File: src/verilog/mac_pkg.sv
package mac_pkg;

  // ===========================================================================
  // Widths
  localparam int unsigned OPW  = 16;
  localparam int unsigned MULW = 17;
  localparam int unsigned PRDW = 33;
  localparam int unsigned ACCW = 40;
  localparam int unsigned GLO  = 32;
  localparam int unsigned GHI  = 39;
  localparam int unsigned B31  = 31;
  localparam int unsigned SHW  = 5;

  // ===========================================================================
  // Register map of the plain register port
  localparam logic [3:0] REG_CORE_CTRL  = 4'h0;
  localparam logic [3:0] REG_TRAP_CTRL  = 4'h1;
  localparam logic [3:0] REG_STATUS     = 4'h2;
  localparam logic [3:0] REG_ACCA_LO    = 4'h3;
  localparam logic [3:0] REG_ACCA_HI    = 4'h4;
  localparam logic [3:0] REG_ACCB_LO    = 4'h5;
  localparam logic [3:0] REG_ACCB_HI    = 4'h6;
  localparam logic [3:0] REG_IRQ_STAT   = 4'h7;
  localparam logic [3:0] REG_IRQ_MASK   = 4'h8;

  // Field positions in core_control_reg.
  localparam int unsigned CC_CLIP_A   = 7;
  localparam int unsigned CC_CLIP_B   = 6;
  localparam int unsigned CC_CLIP_WID = 4;
  localparam int unsigned CC_FRAC     = 0;
  // Field positions in trap_control_reg.
  localparam int unsigned TC_OVA = 10;
  localparam int unsigned TC_OVB = 9;
  // Status bit positions.
  localparam int unsigned ST_OA  = 0;
  localparam int unsigned ST_OB  = 1;
  localparam int unsigned ST_SA  = 2;
  localparam int unsigned ST_SB  = 3;
  localparam int unsigned ST_OAB = 4;
  localparam int unsigned ST_SAB = 5;

  localparam logic [15:0] CORE_CTRL_RST = 16'h0000;
  localparam logic [15:0] TRAP_CTRL_RST = 16'h0000;
  localparam logic [3:0]  IRQ_RST       = 4'h0;

  // ===========================================================================
  // Operations
  typedef enum logic [2:0] {
    MAC_NOP  = 3'h0,
    MAC_MPY  = 3'h1,
    MAC_MAC  = 3'h3,
    MAC_MSC  = 3'h2,
    MAC_ADD  = 3'h6,
    MAC_LOAD = 3'h7,
    MAC_IMUL = 3'h5
  } mac_op_t;

  typedef struct packed {
    mac_op_t          op;
    logic             acc_sel;
    logic             sgn_a;
    logic             sgn_b;
    logic             byte_mode;
    logic [OPW-1:0]   opa;
    logic [OPW-1:0]   opb;
    logic [ACCW-1:0]  add_data;
    logic             shift_en;
    logic             shift_left;
    logic [SHW-1:0]   shift_amt;
  } mac_cmd_t;

  typedef struct packed {
    logic             valid;
    logic [2*OPW-1:0] data;
    logic             wide;
  } mac_wres_t;

  typedef struct packed {
    logic [ACCW-1:0] acc_a;
    logic [ACCW-1:0] acc_b;
    logic            oa;
    logic            ob;
    logic            sa;
    logic            sb;
    logic [15:0]     core_ctrl;
    logic [15:0]     trap_ctrl;
    logic [3:0]      irq_stat;
    logic [3:0]      irq_mask;
    logic [15:0]     rdata;
    mac_wres_t       wres;
    logic            trap;
    logic            irq;
  } mac_state_t;

endpackage

File: src/verilog/mac_datapath.sv
// The strobed register port and the placing of the registers were chosen for this implementation.
`timescale 1ns/100ps
// Overview of operation
// - 17x17 signed/unsigned multiply, fractional or integer scaling.
// - Operands widened by zero or sign extension.
// - 33-bit product sign-extended to 40 bits.
// - Fractional mode gives a 1.31 product.
// - Same multiplier serves integer mixed-sign multiplies.
// - Byte operands give 16-bit, word give 32-bit.
// - 40-bit adder, accumulator A or B source/destination.
// - Add and load data optionally barrel shifted.
// - Adder has zero input and true/complement input.
// - Add uses carry low; subtract complements, borrow low.
// - Overflow from bit 39 detected as catastrophic.
// - Guard bits unequal flags recoverable overflow.
// - Saturation from result, flags, clip enables, width.
// - Guard-overflow flag updated on every adder pass.
// - Clip flag set on bit 31 or 39 saturation.
// - Combined flags are OR of both accumulators.
// - Guard overflow with trap enable raises warning trap.
// - Flags latched and shown in status register.
module mac_datapath
  import mac_pkg::*;
(
  // Clock and reset.
  input  wire logic             core_clk,
  input  wire logic             rst_n,
  // Instruction command.
  input  wire logic             cmd_valid,
  input  wire mac_cmd_t         cmd,
  // Register port.
  input  wire logic [3:0]       reg_addr,
  input  wire logic [15:0]      reg_wdata,
  input  wire logic             reg_wr,
  input  wire logic             reg_rd,
  output logic      [15:0]      reg_rdata,
  // Results.
  output mac_wres_t             wreg_result,
  output logic      [ACCW-1:0]  acc_a_out,
  output logic      [ACCW-1:0]  acc_b_out,
  output logic      [5:0]       status_flags,
  output logic                  arith_trap,
  output logic                  irq
);

  mac_state_t s_q;
  mac_state_t s_d;

  // ===========================================================================
  // Multiplier
  logic signed [MULW-1:0]   ma;
  logic signed [MULW-1:0]   mb;
  logic signed [2*MULW-1:0] mprod;
  logic        [PRDW-1:0]   mscaled;
  logic        [ACCW-1:0]   mext;
  logic                     frac_mode;

  assign frac_mode = s_q.core_ctrl[CC_FRAC];
  assign ma    = {cmd.sgn_a & cmd.opa[OPW-1], cmd.opa};
  assign mb    = {cmd.sgn_b & cmd.opb[OPW-1], cmd.opb};
  assign mprod = ma * mb;
  // Fractional scaling shifts left one place so the radix follows the sign.
  assign mscaled = frac_mode && cmd.op != MAC_IMUL ? {mprod[PRDW-2:0], 1'b0}
                                                  : mprod[PRDW-1:0];
  assign mext = {{(ACCW-PRDW){mscaled[PRDW-1]}}, mscaled};

  // ===========================================================================
  // Barrel shifter for add and load data
  logic [ACCW-1:0] shdata;

  always_comb begin
    shdata = cmd.add_data;
    if (cmd.shift_en) begin
      if (cmd.shift_left) begin
        shdata = cmd.add_data << cmd.shift_amt;
      end else begin
        shdata = ACCW'($signed(cmd.add_data) >>> cmd.shift_amt);
      end
    end
  end

  // ===========================================================================
  // Adder / subtracter
  logic [ACCW-1:0] src_acc;
  logic [ACCW-1:0] in_x;
  logic [ACCW-1:0] in_y;
  logic            sub;
  logic            zero_x;
  logic [ACCW:0]   sum;
  logic [ACCW-1:0] res;
  logic            ovf39;
  logic            ovf31;
  logic            guard_ovf;
  logic            clip_en;
  logic            clip_wide;
  logic            do_clip;
  logic            true_neg;
  logic [ACCW-1:0] clip_val;
  logic [ACCW-1:0] final_res;
  logic            uses_adder;

  assign src_acc = cmd.acc_sel ? s_q.acc_b : s_q.acc_a;
  assign sub     = cmd.op == MAC_MSC;
  assign zero_x  = cmd.op == MAC_MPY || cmd.op == MAC_LOAD;
  assign in_x    = zero_x ? '0 : src_acc;
  always_comb begin
    in_y = mext;
    if (cmd.op == MAC_ADD || cmd.op == MAC_LOAD) begin
      in_y = shdata;
    end
    if (sub) begin
      in_y = ~mext;
    end
  end
  // Carry-in is one for subtract so that complement plus one negates.
  assign sum = {1'b0, in_x} + {1'b0, in_y} + {{ACCW{1'b0}}, sub};
  assign res = sum[ACCW-1:0];
  assign ovf39 = (in_x[GHI] == in_y[GHI]) && (res[GHI] != in_x[GHI]);
  assign guard_ovf = ~((&res[GHI:GLO]) | ~(|res[GHI:GLO]));
  // Bit 31 overflow: the upper nine bits no longer agree with the 32-bit sign.
  assign ovf31 = ~((&res[GHI:B31]) | ~(|res[GHI:B31]));
  assign true_neg = ovf39 ? in_x[GHI] : res[GHI];
  assign clip_en = cmd.acc_sel ? s_q.core_ctrl[CC_CLIP_B] : s_q.core_ctrl[CC_CLIP_A];
  assign clip_wide = s_q.core_ctrl[CC_CLIP_WID];
  assign do_clip = clip_en && (clip_wide ? ovf39 : (ovf31 || ovf39));
  always_comb begin
    if (clip_wide) begin
      clip_val = true_neg ? {1'b1, {(ACCW-1){1'b0}}} : {1'b0, {(ACCW-1){1'b1}}};
    end else begin
      clip_val = true_neg ? {{(ACCW-B31){1'b1}}, {B31{1'b0}}}
                          : {{(ACCW-B31){1'b0}}, {B31{1'b1}}};
    end
  end
  assign final_res = do_clip ? clip_val : res;
  assign uses_adder = cmd_valid && cmd.op != MAC_NOP && cmd.op != MAC_IMUL;

  // ===========================================================================
  // Next state
  logic [3:0] ev;
  logic       oa_n;
  logic       ob_n;

  always_comb begin
    s_d = s_q;
    s_d.wres.valid = 1'b0;
    ev = '0;
    oa_n = s_q.oa;
    ob_n = s_q.ob;
    if (uses_adder) begin
      if (cmd.acc_sel) begin
        s_d.acc_b = final_res;
        ob_n = guard_ovf && !do_clip;
        s_d.sb = s_q.sb | do_clip;
        ev[1] = ob_n;
        ev[3] = do_clip;
      end else begin
        s_d.acc_a = final_res;
        oa_n = guard_ovf && !do_clip;
        s_d.sa = s_q.sa | do_clip;
        ev[0] = oa_n;
        ev[2] = do_clip;
      end
    end
    s_d.oa = oa_n;
    s_d.ob = ob_n;
    if (cmd_valid && cmd.op == MAC_IMUL) begin
      s_d.wres.valid = 1'b1;
      s_d.wres.wide  = !cmd.byte_mode;
      s_d.wres.data  = cmd.byte_mode ? {16'h0000, mprod[15:0]} : mprod[31:0];
    end
    s_d.trap = (oa_n & s_q.trap_ctrl[TC_OVA]) | (ob_n & s_q.trap_ctrl[TC_OVB]);
    s_d.rdata = 16'h0000;
    if (reg_rd) begin
      case (reg_addr)
        REG_CORE_CTRL: s_d.rdata = s_q.core_ctrl;
        REG_TRAP_CTRL: s_d.rdata = s_q.trap_ctrl;
        REG_STATUS:    s_d.rdata = {10'h000, s_q.sa | s_q.sb, s_q.oa | s_q.ob,
                                    s_q.sb, s_q.sa, s_q.ob, s_q.oa};
        REG_ACCA_LO:   s_d.rdata = s_q.acc_a[15:0];
        REG_ACCA_HI:   s_d.rdata = s_q.acc_a[31:16];
        REG_ACCB_LO:   s_d.rdata = s_q.acc_b[15:0];
        REG_ACCB_HI:   s_d.rdata = s_q.acc_b[31:16];
        REG_IRQ_STAT:  s_d.rdata = {12'h000, s_q.irq_stat};
        REG_IRQ_MASK:  s_d.rdata = {12'h000, s_q.irq_mask};
        default:       s_d.rdata = 16'h0000;
      endcase
    end
    s_d.irq_stat = s_q.irq_stat;
    if (reg_wr) begin
      case (reg_addr)
        REG_CORE_CTRL: s_d.core_ctrl = reg_wdata;
        REG_TRAP_CTRL: s_d.trap_ctrl = reg_wdata;
        REG_STATUS: begin
          // A flag raised by the adder in the same cycle survives the clear.
          s_d.oa = ev[0] | (oa_n & reg_wdata[ST_OA]);
          s_d.ob = ev[1] | (ob_n & reg_wdata[ST_OB]);
          s_d.sa = ev[2] | (s_q.sa & reg_wdata[ST_SA]);
          s_d.sb = ev[3] | (s_q.sb & reg_wdata[ST_SB]);
        end
        REG_IRQ_STAT:  s_d.irq_stat = s_q.irq_stat & ~reg_wdata[3:0];
        REG_IRQ_MASK:  s_d.irq_mask = reg_wdata[3:0];
        default: begin
        end
      endcase
    end
    // Events set after the clear so a same-cycle event is kept.
    s_d.irq_stat = s_d.irq_stat | ev;
    s_d.irq = |(s_d.irq_stat & s_d.irq_mask);
  end

  always_ff @(posedge core_clk or negedge rst_n) begin
    if (!rst_n) begin
      s_q <= '{acc_a: '0, acc_b: '0, oa: 1'b0, ob: 1'b0, sa: 1'b0, sb: 1'b0,
               core_ctrl: CORE_CTRL_RST, trap_ctrl: TRAP_CTRL_RST,
               irq_stat: IRQ_RST, irq_mask: IRQ_RST, rdata: 16'h0000,
               wres: '0, trap: 1'b0, irq: 1'b0};
    end else begin
      s_q <= s_d;
    end
  end

  assign reg_rdata    = s_q.rdata;
  assign wreg_result  = s_q.wres;
  assign acc_a_out    = s_q.acc_a;
  assign acc_b_out    = s_q.acc_b;
  assign status_flags = {s_q.sa | s_q.sb, s_q.oa | s_q.ob,
                         s_q.sb, s_q.sa, s_q.ob, s_q.oa};
  assign arith_trap   = s_q.trap;
  assign irq          = s_q.irq;

endmodule // mac_datapath

File: config.mk
export PLATFORM = sky130hd
export DESIGN_NAME = mac_datapath
export DESIGN_NICKNAME = d
export VERILOG_FILES = /design/src/verilog/mac_pkg.sv /design/src/verilog/mac_datapath.sv
export SDC_FILE = /design/constraint.sdc
export NUM_CORES = 2
export LEC_CHECK = 0
export BUFFER_PORTS_ARGS = -buffer_cell sky130_fd_sc_hd__buf_2
export CORE_ASPECT_RATIO = 0.5
export CORE_MARGIN = 2
export CORE_UTILIZATION = 54
export DETAILED_ROUTE_END_ITERATION = 8
export PLACE_DENSITY = 0.73
export SLEW_MARGIN = 0
export SYNTH_ARGS = -nofsm -noshare
export SYNTH_HDL_FRONTEND = slang
export SYNTH_SLANG_ARGS = --single-unit
File: constraint.sdc
create_clock -name core_clk -period 12.75 [get_ports core_clk]
set_input_delay 0.6375 -clock core_clk [delete_from_list [all_inputs] [get_ports core_clk]]
set_output_delay 0.6375 -clock core_clk [all_outputs]
set_load 0.02 [all_outputs]
== Yosys cells after proc, flatten, opt, wreduce, memory -nomap -nowiden ==
Cells that the tools add are included.
Word-level totals
  register bits after elaboration: 176
  latch bits: 0
  memory bits (writable): 0
  bits in read-only memories: 0
  input port bits: 111
  output and inout port bits: 138
  word-level logic and storage cells: 125
  memories kept: 0
Operators by class
  add/sub/neg operators: 2
  $mul: 1
  div/mod/pow operators: 0
  magnitude comparators: 0
  equality and inequality tests: 16
  shifts and indexed selects: 2
  mux-type cells: 36
  bitwise operators: 29
  reductions and logical operators: 23
Operators with widths (number)
  two-way mux 40 bit: 10
  case mux 16 bit (9 select lines): 1
  two-way mux 16 bit: 3
  two-way mux 44 bit: 1
  adder 40 x 1 -> 40 bit: 1
  adder 40 bit: 1
  inverter 40 bit: 1
  left shift 40 x 5 -> 40 bit: 1
  >>> shifter 40 x 5 -> 40 bit: 1
  two-way mux 34 bit: 1
  multiplier 17 x 17 -> 33 bit: 1
  two-way mux 33 bit: 1
  two-way mux 32 bit: 1
  == test 4 x 3 -> 1 bit, second input constant: 4
  two-way mux 4 bit: 4
  two-way mux 1 bit: 13
  OR 1 bit: 11
  == test 3 bit, second input constant: 3
  AND reduction 9 bit: 1
  OR reduction 9 bit: 1
  AND 1 bit: 8
  AND 4 bit: 2
  == test 4 x 2 -> 1 bit, second input constant: 2
  AND reduction 2 bit: 4
  19 further kinds: 32

== Longest topological paths before layout ==
  word-level depth: 25
  mapped depth: 47
  depth with buffers taken out: 43

== Least setup slack after synthesis ==
Ideal clock, no wire load.
  path type: in2reg
  start: in cmd[78] (netlist name)
  end: reg s_q, in the netlist acc_b_out[20]
  library setup time: 0.121 ns
  data arrival time: 10.601 ns
  required time: 12.629 ns
  slack: 2.028 ns
  stages: 42
  cells stage by stage: and2_1 > clkbuf_1 > nand2_1 > inv_1 > fa_1 > inv_1 > fa_1 > inv_1 > fa_1 > fa_1 > fa_1 > fa_1 > ha_1 > clkbuf_1 > a21o_1 > a21o_1 > a21oi_1 > nor2_1 > [6 not listed] > a21oi_1 > o21ai_0 > ha_1 > clkbuf_1 > a21o_1 > a21oi_2 > o21ai_1 > a221oi_1 > nor3b_1 > or4b_1 > or4b_1 > or4_1 > nor2_1 > and3_4 > o31ai_4 > a21oi_4 > buf_6 > a21oi_2
On the way
  longest elaborated chain between the ends: 15
RTL lines
  from (decl): line mac_datapath.sv:30  | input wire mac_cmd_t cmd,
  AND 1 bit: line mac_datapath.sv:59  | assign ma = {cmd.sgn_a & cmd.opa[OPW-1], cmd.opa};
  multiplier 17 x 17 -> 33 bit *: line mac_datapath.sv:61  | assign mprod = ma * mb;
  two-way mux 33 bit *: line mac_datapath.sv:63  | assign mscaled = frac_mode && cmd.op != MAC_IMUL ? {mprod[PRDW-2:0], 1'b0}
  two-way mux 40 bit or inverter 40 bit (tied branches): line mac_datapath.sv:108, mac_datapath.sv:112
  two-way mux 40 bit *: line mac_datapath.sv:111  | if (sub) begin
  adder 40 bit: line mac_datapath.sv:116  | assign sum = {1'b0, in_x} + {1'b0, in_y} + {{ACCW{1'b0}}, sub};
  adder 40 x 1 -> 40 bit: line mac_datapath.sv:116
  OR reduction 9 bit: line mac_datapath.sv:121  | assign ovf31 = ~((&res[GHI:B31]) | ~(|res[GHI:B31]));
  inverter 1 bit: line mac_datapath.sv:121
  OR 1 bit: line mac_datapath.sv:121
  inverter 1 bit: line mac_datapath.sv:121
  logical OR 1 bit: line mac_datapath.sv:125  | assign do_clip = clip_en && (clip_wide ? ovf39 : (ovf31 || ovf39));
  two-way mux 1 bit: line mac_datapath.sv:125
  logical AND 1 bit: line mac_datapath.sv:125
  two-way mux 40 bit *: line mac_datapath.sv:134  | assign final_res = do_clip ? clip_val : res;
  to (signal assigned): line mac_datapath.sv:213  | s_q <= '{acc_a: '0, acc_b: '0, oa: 1'b0, ob: 1'b0, sa: 1'b0, sb: 1'b0,
  to (decl): line mac_datapath.sv:46  | mac_state_t s_q;
Every way passes the cells marked *; elsewhere a longest branch is shown, timed or not.
A chain may end at the register's enable or synchronous reset.

== Worst setup path after layout ==
  start: in cmd[78] (netlist name)
  end: reg s_q, in the netlist acc_b_out[9]
The elaborated chain is that of the path after synthesis.

==> impl_metrics.sql <==
INSERT INTO impl_metrics (metric_group, metric, value, unit) VALUES
('route', 'dr.max_layer_used', 'met4', ''),
('timing', 'final_period_demand_of_the_worst_path', '11.72', 'ns'),
('route', 'drt_pre_antenna_iters', '6', ''),
('cts', 'holdBufCountCts', '0', ''),
('logic_synthesis', 'synth.cell_area', '0.0276', 'mm^2'),
('timing', 'tightest_slew', '1.10', 'ns'),
('place', 'port-buffer-count', '248', ''),
('timing', 'post-route-period-util', '91.9', '%'),
('logic_synthesis', 'synth_top_cell_area_share', '21.2', '%'),
('timing', 'slew-limit-headroom', '26.1', '%'),
('route', 'routed-via-count', '24200', ''),
('layout', 'finish.net_count', '3810', ''),
('run', 'drv.max_cap_violation_count', '0', ''),
('setup_path', 'path_max_fanout', '27', ''),
('timing', 'finalHoldViolations', '0', ''),
('setup_path', 'worst_ep_arrival_time', '12.04', 'ns'),
('logic_synthesis', 'seq_cells_post_synth', '176', ''),
('logic_synthesis', 'syn_inst', '3312', ''),
('die', 'floorplan.core_area', '0.0504', 'mm^2'),
('logic_synthesis', 'yosysTopAreaCell', 'fa_1', ''),
('logic_synthesis', 'synth.net_count', '3836', ''),
('setup_path', 'worst_setup_path_end_kind', 'flop', ''),
('grt', 'grt_remaining_overflow', '0', ''),
('cts', 'cts_num_sinks', '176', ''),
('cts', 'library_cell_used_as_clock_root_buffer', 'clkbuf_16', ''),
('logic_synthesis', 'netlist_top_cells_area', 'fa_1 21%, dfrtp_1 16%, mux2i_1 6.7%', ''),
('timing', 'setup_viol_count_final', '0', ''),
('place', 'place.gp.congestion', '1.03', ''),
('logic_synthesis', 'synthMostInstantiatedCell', 'nand2_1', ''),
('setup_path', 'timing_worst_setup_path_type', 'primary input to flop', ''),
('grt', 'antenna_found_initial', '1', ''),
('cts', 'insertion_delay', '0.45', 'ns'),
('route', 'wl_met2', '40300', 'um'),
('layout', 'syn_to_final_growth', '4.27', '%'),
('setup_path', 'timing.critical_path.mode_cell', 'fa_1', ''),
('route', 'dr_iter_0_viols', '2331', ''),
('cts', 'cts.htree.levels', '4', ''),
('die', 'fp.dieH', '164', 'um'),
('route', 'average_wire_per_cell_in_the_routed_design', '21.8', 'um'),
('timing', 'timing.final.max_slew_violations', '0', ''),
('place', 'dp_hpwl', '68700', 'um'),
('die', 'pin_count', '249', ''),
('setup_path', 'critPathLaunchType', 'primary input', ''),
('route', 'route.met3.wl', '7080', 'um'),
('logic_synthesis', 'synth.lib_cells_used.distinct', '84', ''),
('layout', 'post-route-cell-area', '0.0288', 'mm^2'),
('place', 'post_dp_cell_area', '0.0282', 'mm^2'),
('logic_synthesis', 'synth_sequential_area_ratio', '16.0', '%'),
('logic_synthesis', 'synth_commonest_cells', '401 x nand2_1, 321 x inv_1, 316 x nor2_1', ''),
('die', 'die-width', '324', 'um'),
('outcome', 'outcome', 'completed', ''),
('timing', 'max_clock_freq', '0.0853', 'GHz'),
('route', 'drcViolationCount', '0', ''),
('worst_hold_path', 'holdCritPathClass', 'primary input to async pin', ''),
('setup_path', 'critical-path-max-stage-delay', '0.58', 'ns'),
('route', 'wire_length_on_met1', '36500', 'um'),
('grt', 'grt_pass1_wl', '137000', 'um'),
('cts', 'number_of_resized_instances_in_the_post_cts_repair_step', '0', ''),
('cts', 'cts_max_path_buffers', '2', ''),
('die', 'floorplan.initialDensity', '54.8', '%'),
('setup_path', 'critical_path.slowest_cell', 'fa_1', ''),
('layout', 'final.fill_count', '4622', ''),
('logic_synthesis', 'synth_edf_count', '0', ''),
('logic_synthesis', 'synth-warning-count', '0', ''),
('grt', 'grt_usage', '33.4', '%'),
('timing', 'fin_worst_skew', '0.0178', 'ns'),
('cts', 'tritoncts', 'built', ''),
('logic_synthesis', 'avgSynthCellArea', '8.33', 'um^2'),
('timing', 'totalNegativeSetupSlack', '0', 'ns'),
('cts', 'postCtsSetupRepairBufs', '0', ''),
('layout', 'antennaDiodeCount', '0', ''),
('logic_synthesis', 'async_reset_ff_share', '100', '%'),
('logic_synthesis', 'synth_top_flop_cell', 'dfrtp_1', ''),
('die', 'die-area', '0.0530', 'mm^2'),
('die', 'rows', '58', ''),
('cts', 'clkSlewWorstSetupHoldPaths', '0.07', 'ns'),
('timing', 'rsz_0062_raised_after_global_routing', 'false', ''),
('route', 'antenna_violating_nets_post_route', '0', ''),
('layout', 'final_layout_size_suffix_gt1_share', '13.9', '%'),
('cts', 'cts_buffers', '17', ''),
('route', 'post_drt_via_cell_ratio', '6.07', ''),
('grt', 'grt_pass1_vias', '23800', ''),
('grt', 'pin_count_of_the_biggest_net_entering_global_routing', '84', ''),
('route', 'detail_route.wirelength', '87000', 'um'),
('setup_path', 'worst-endpoint-required', '13.06', 'ns');
==> final timing paths <==
check | start | slack [ns] | depth (start not counted) | to
min | rst_n | 0.21 | 1 | wreg_result[33]$_DFF_PN0_
min in group core_clk | cmd[79] | 0.40 | 2 | wreg_result[17]$_DFFE_PN0P_
max | cmd[78] | 1.03 | 39 | acc_b_out[9]$_DFFE_PN0P_
min reg2reg | wreg_result[2]$_DFFE_PN0P_ | 0.47 | 2 | wreg_result[2]$_DFFE_PN0P_
max in group asynchronous | rst_n | 10.67 | 3 | reg_rdata[6]$_DFF_PN0_
max reg2reg | frac_mode$_DFFE_PN0P_ | 5.20 | 21 | acc_b_out[9]$_DFFE_PN0P_
==> registers in the layout (all words and copies together) (netlist names) <==
register / cells
frac_mode: 1
wreg_result: 34
acc_b_out: 40
clip_wide: 1
s_q: 38
acc_a_out: 40
irq: 1
status_flags: 4
arith_trap: 1
reg_rdata: 16
==> critical path: cells and delay by family <==
family | cells | cell delay (ns)
adders and majority gates | 8 | 3.78
AOI/OAI and AO/OA | 16 | 3.24
and+or+nand+nor | 10 | 3.03
buffers and inverters | 5 | 1.32
==> cell families (layout without fill, tap and decap cells) <==
family,after synthesis,in the layout,synth area share [%]
AO/OA/AOI/OAI,725,725,16.9
AND/OR/NAND/NOR,1021,1021,16.7
multiplexers,262,262,10.8
buffers and inverters,649,634,10.9
adder cells (fa/ha/maj),413,413,26.7
XOR/XNOR,66,66,2.10
flip-flops,176,176,16.0
==> cells in the final DEF (no fill, tap or decap), drive strengths merged, types with 5 or more instances in the layout <==
master,count
a221o,7
nor2b,13
a21o,37
nor3b,6
o21bai,13
and2,133
o21ai,207
xnor2,48
buf,280
mux4,22
a31oi,35
fa,292
xor2,18
a21oi,221
nand3,25
dfrtp,176
or2,12
a222oi,8
a22o,19
nand2b,30
ha,121
o221ai,10
mux2i,184
nor2,316
nor3,30
mux2,56
o31ai,12
nand3b,5
o211ai,51
nand2,401
clkbuf,18
or3,9
and3,23
a211oi,31
o22ai,7
a221oi,23
o21a,14
inv,330
==> cell type report <==
type	count	area, um^2	share of cell area, %
Multi-Input combinational cell	2487	20200	70.2
Inverter	324	1220	4.23
Clock inverter	12	150	0.522
Clock buffer	18	439	1.53
Timing Repair Buffer	280	1490	5.18
Sequential cell	176	4400	15.3
Tap cell	690	863	3.00
==> metrics by stage <==
| step | setup WS, ns | instances | util [%] | hold slack (ns) |
|---|---|---|---|---|
| after floorplan | 2.03 | 3312 | - | 0.342 |
| after global placement | 0.947 | 3957 | 55.9 | 0.454 |
| after detailed placement | 0.674 | 3957 | 55.9 | 0.457 |
| after CTS | 1.13 | 3987 | 57.1 | 0.212 |
| after global routing | 0.215 | 3987 | 57.1 | 0.255 |
| final | 1.03 | 3987 | 57.1 | 0.212 |
==> layer usage <==
metal	track usage (%)	vias to the layer above
met5	0	-
met4	11.4	0
li1	-	10900
met3	5.09	185
met1	45.8	12000
met2	54.1	1105
Power is left out: the tool's default activity adds up to more than one toggle a clock period on the data nets, which glitch-free logic cannot reach.
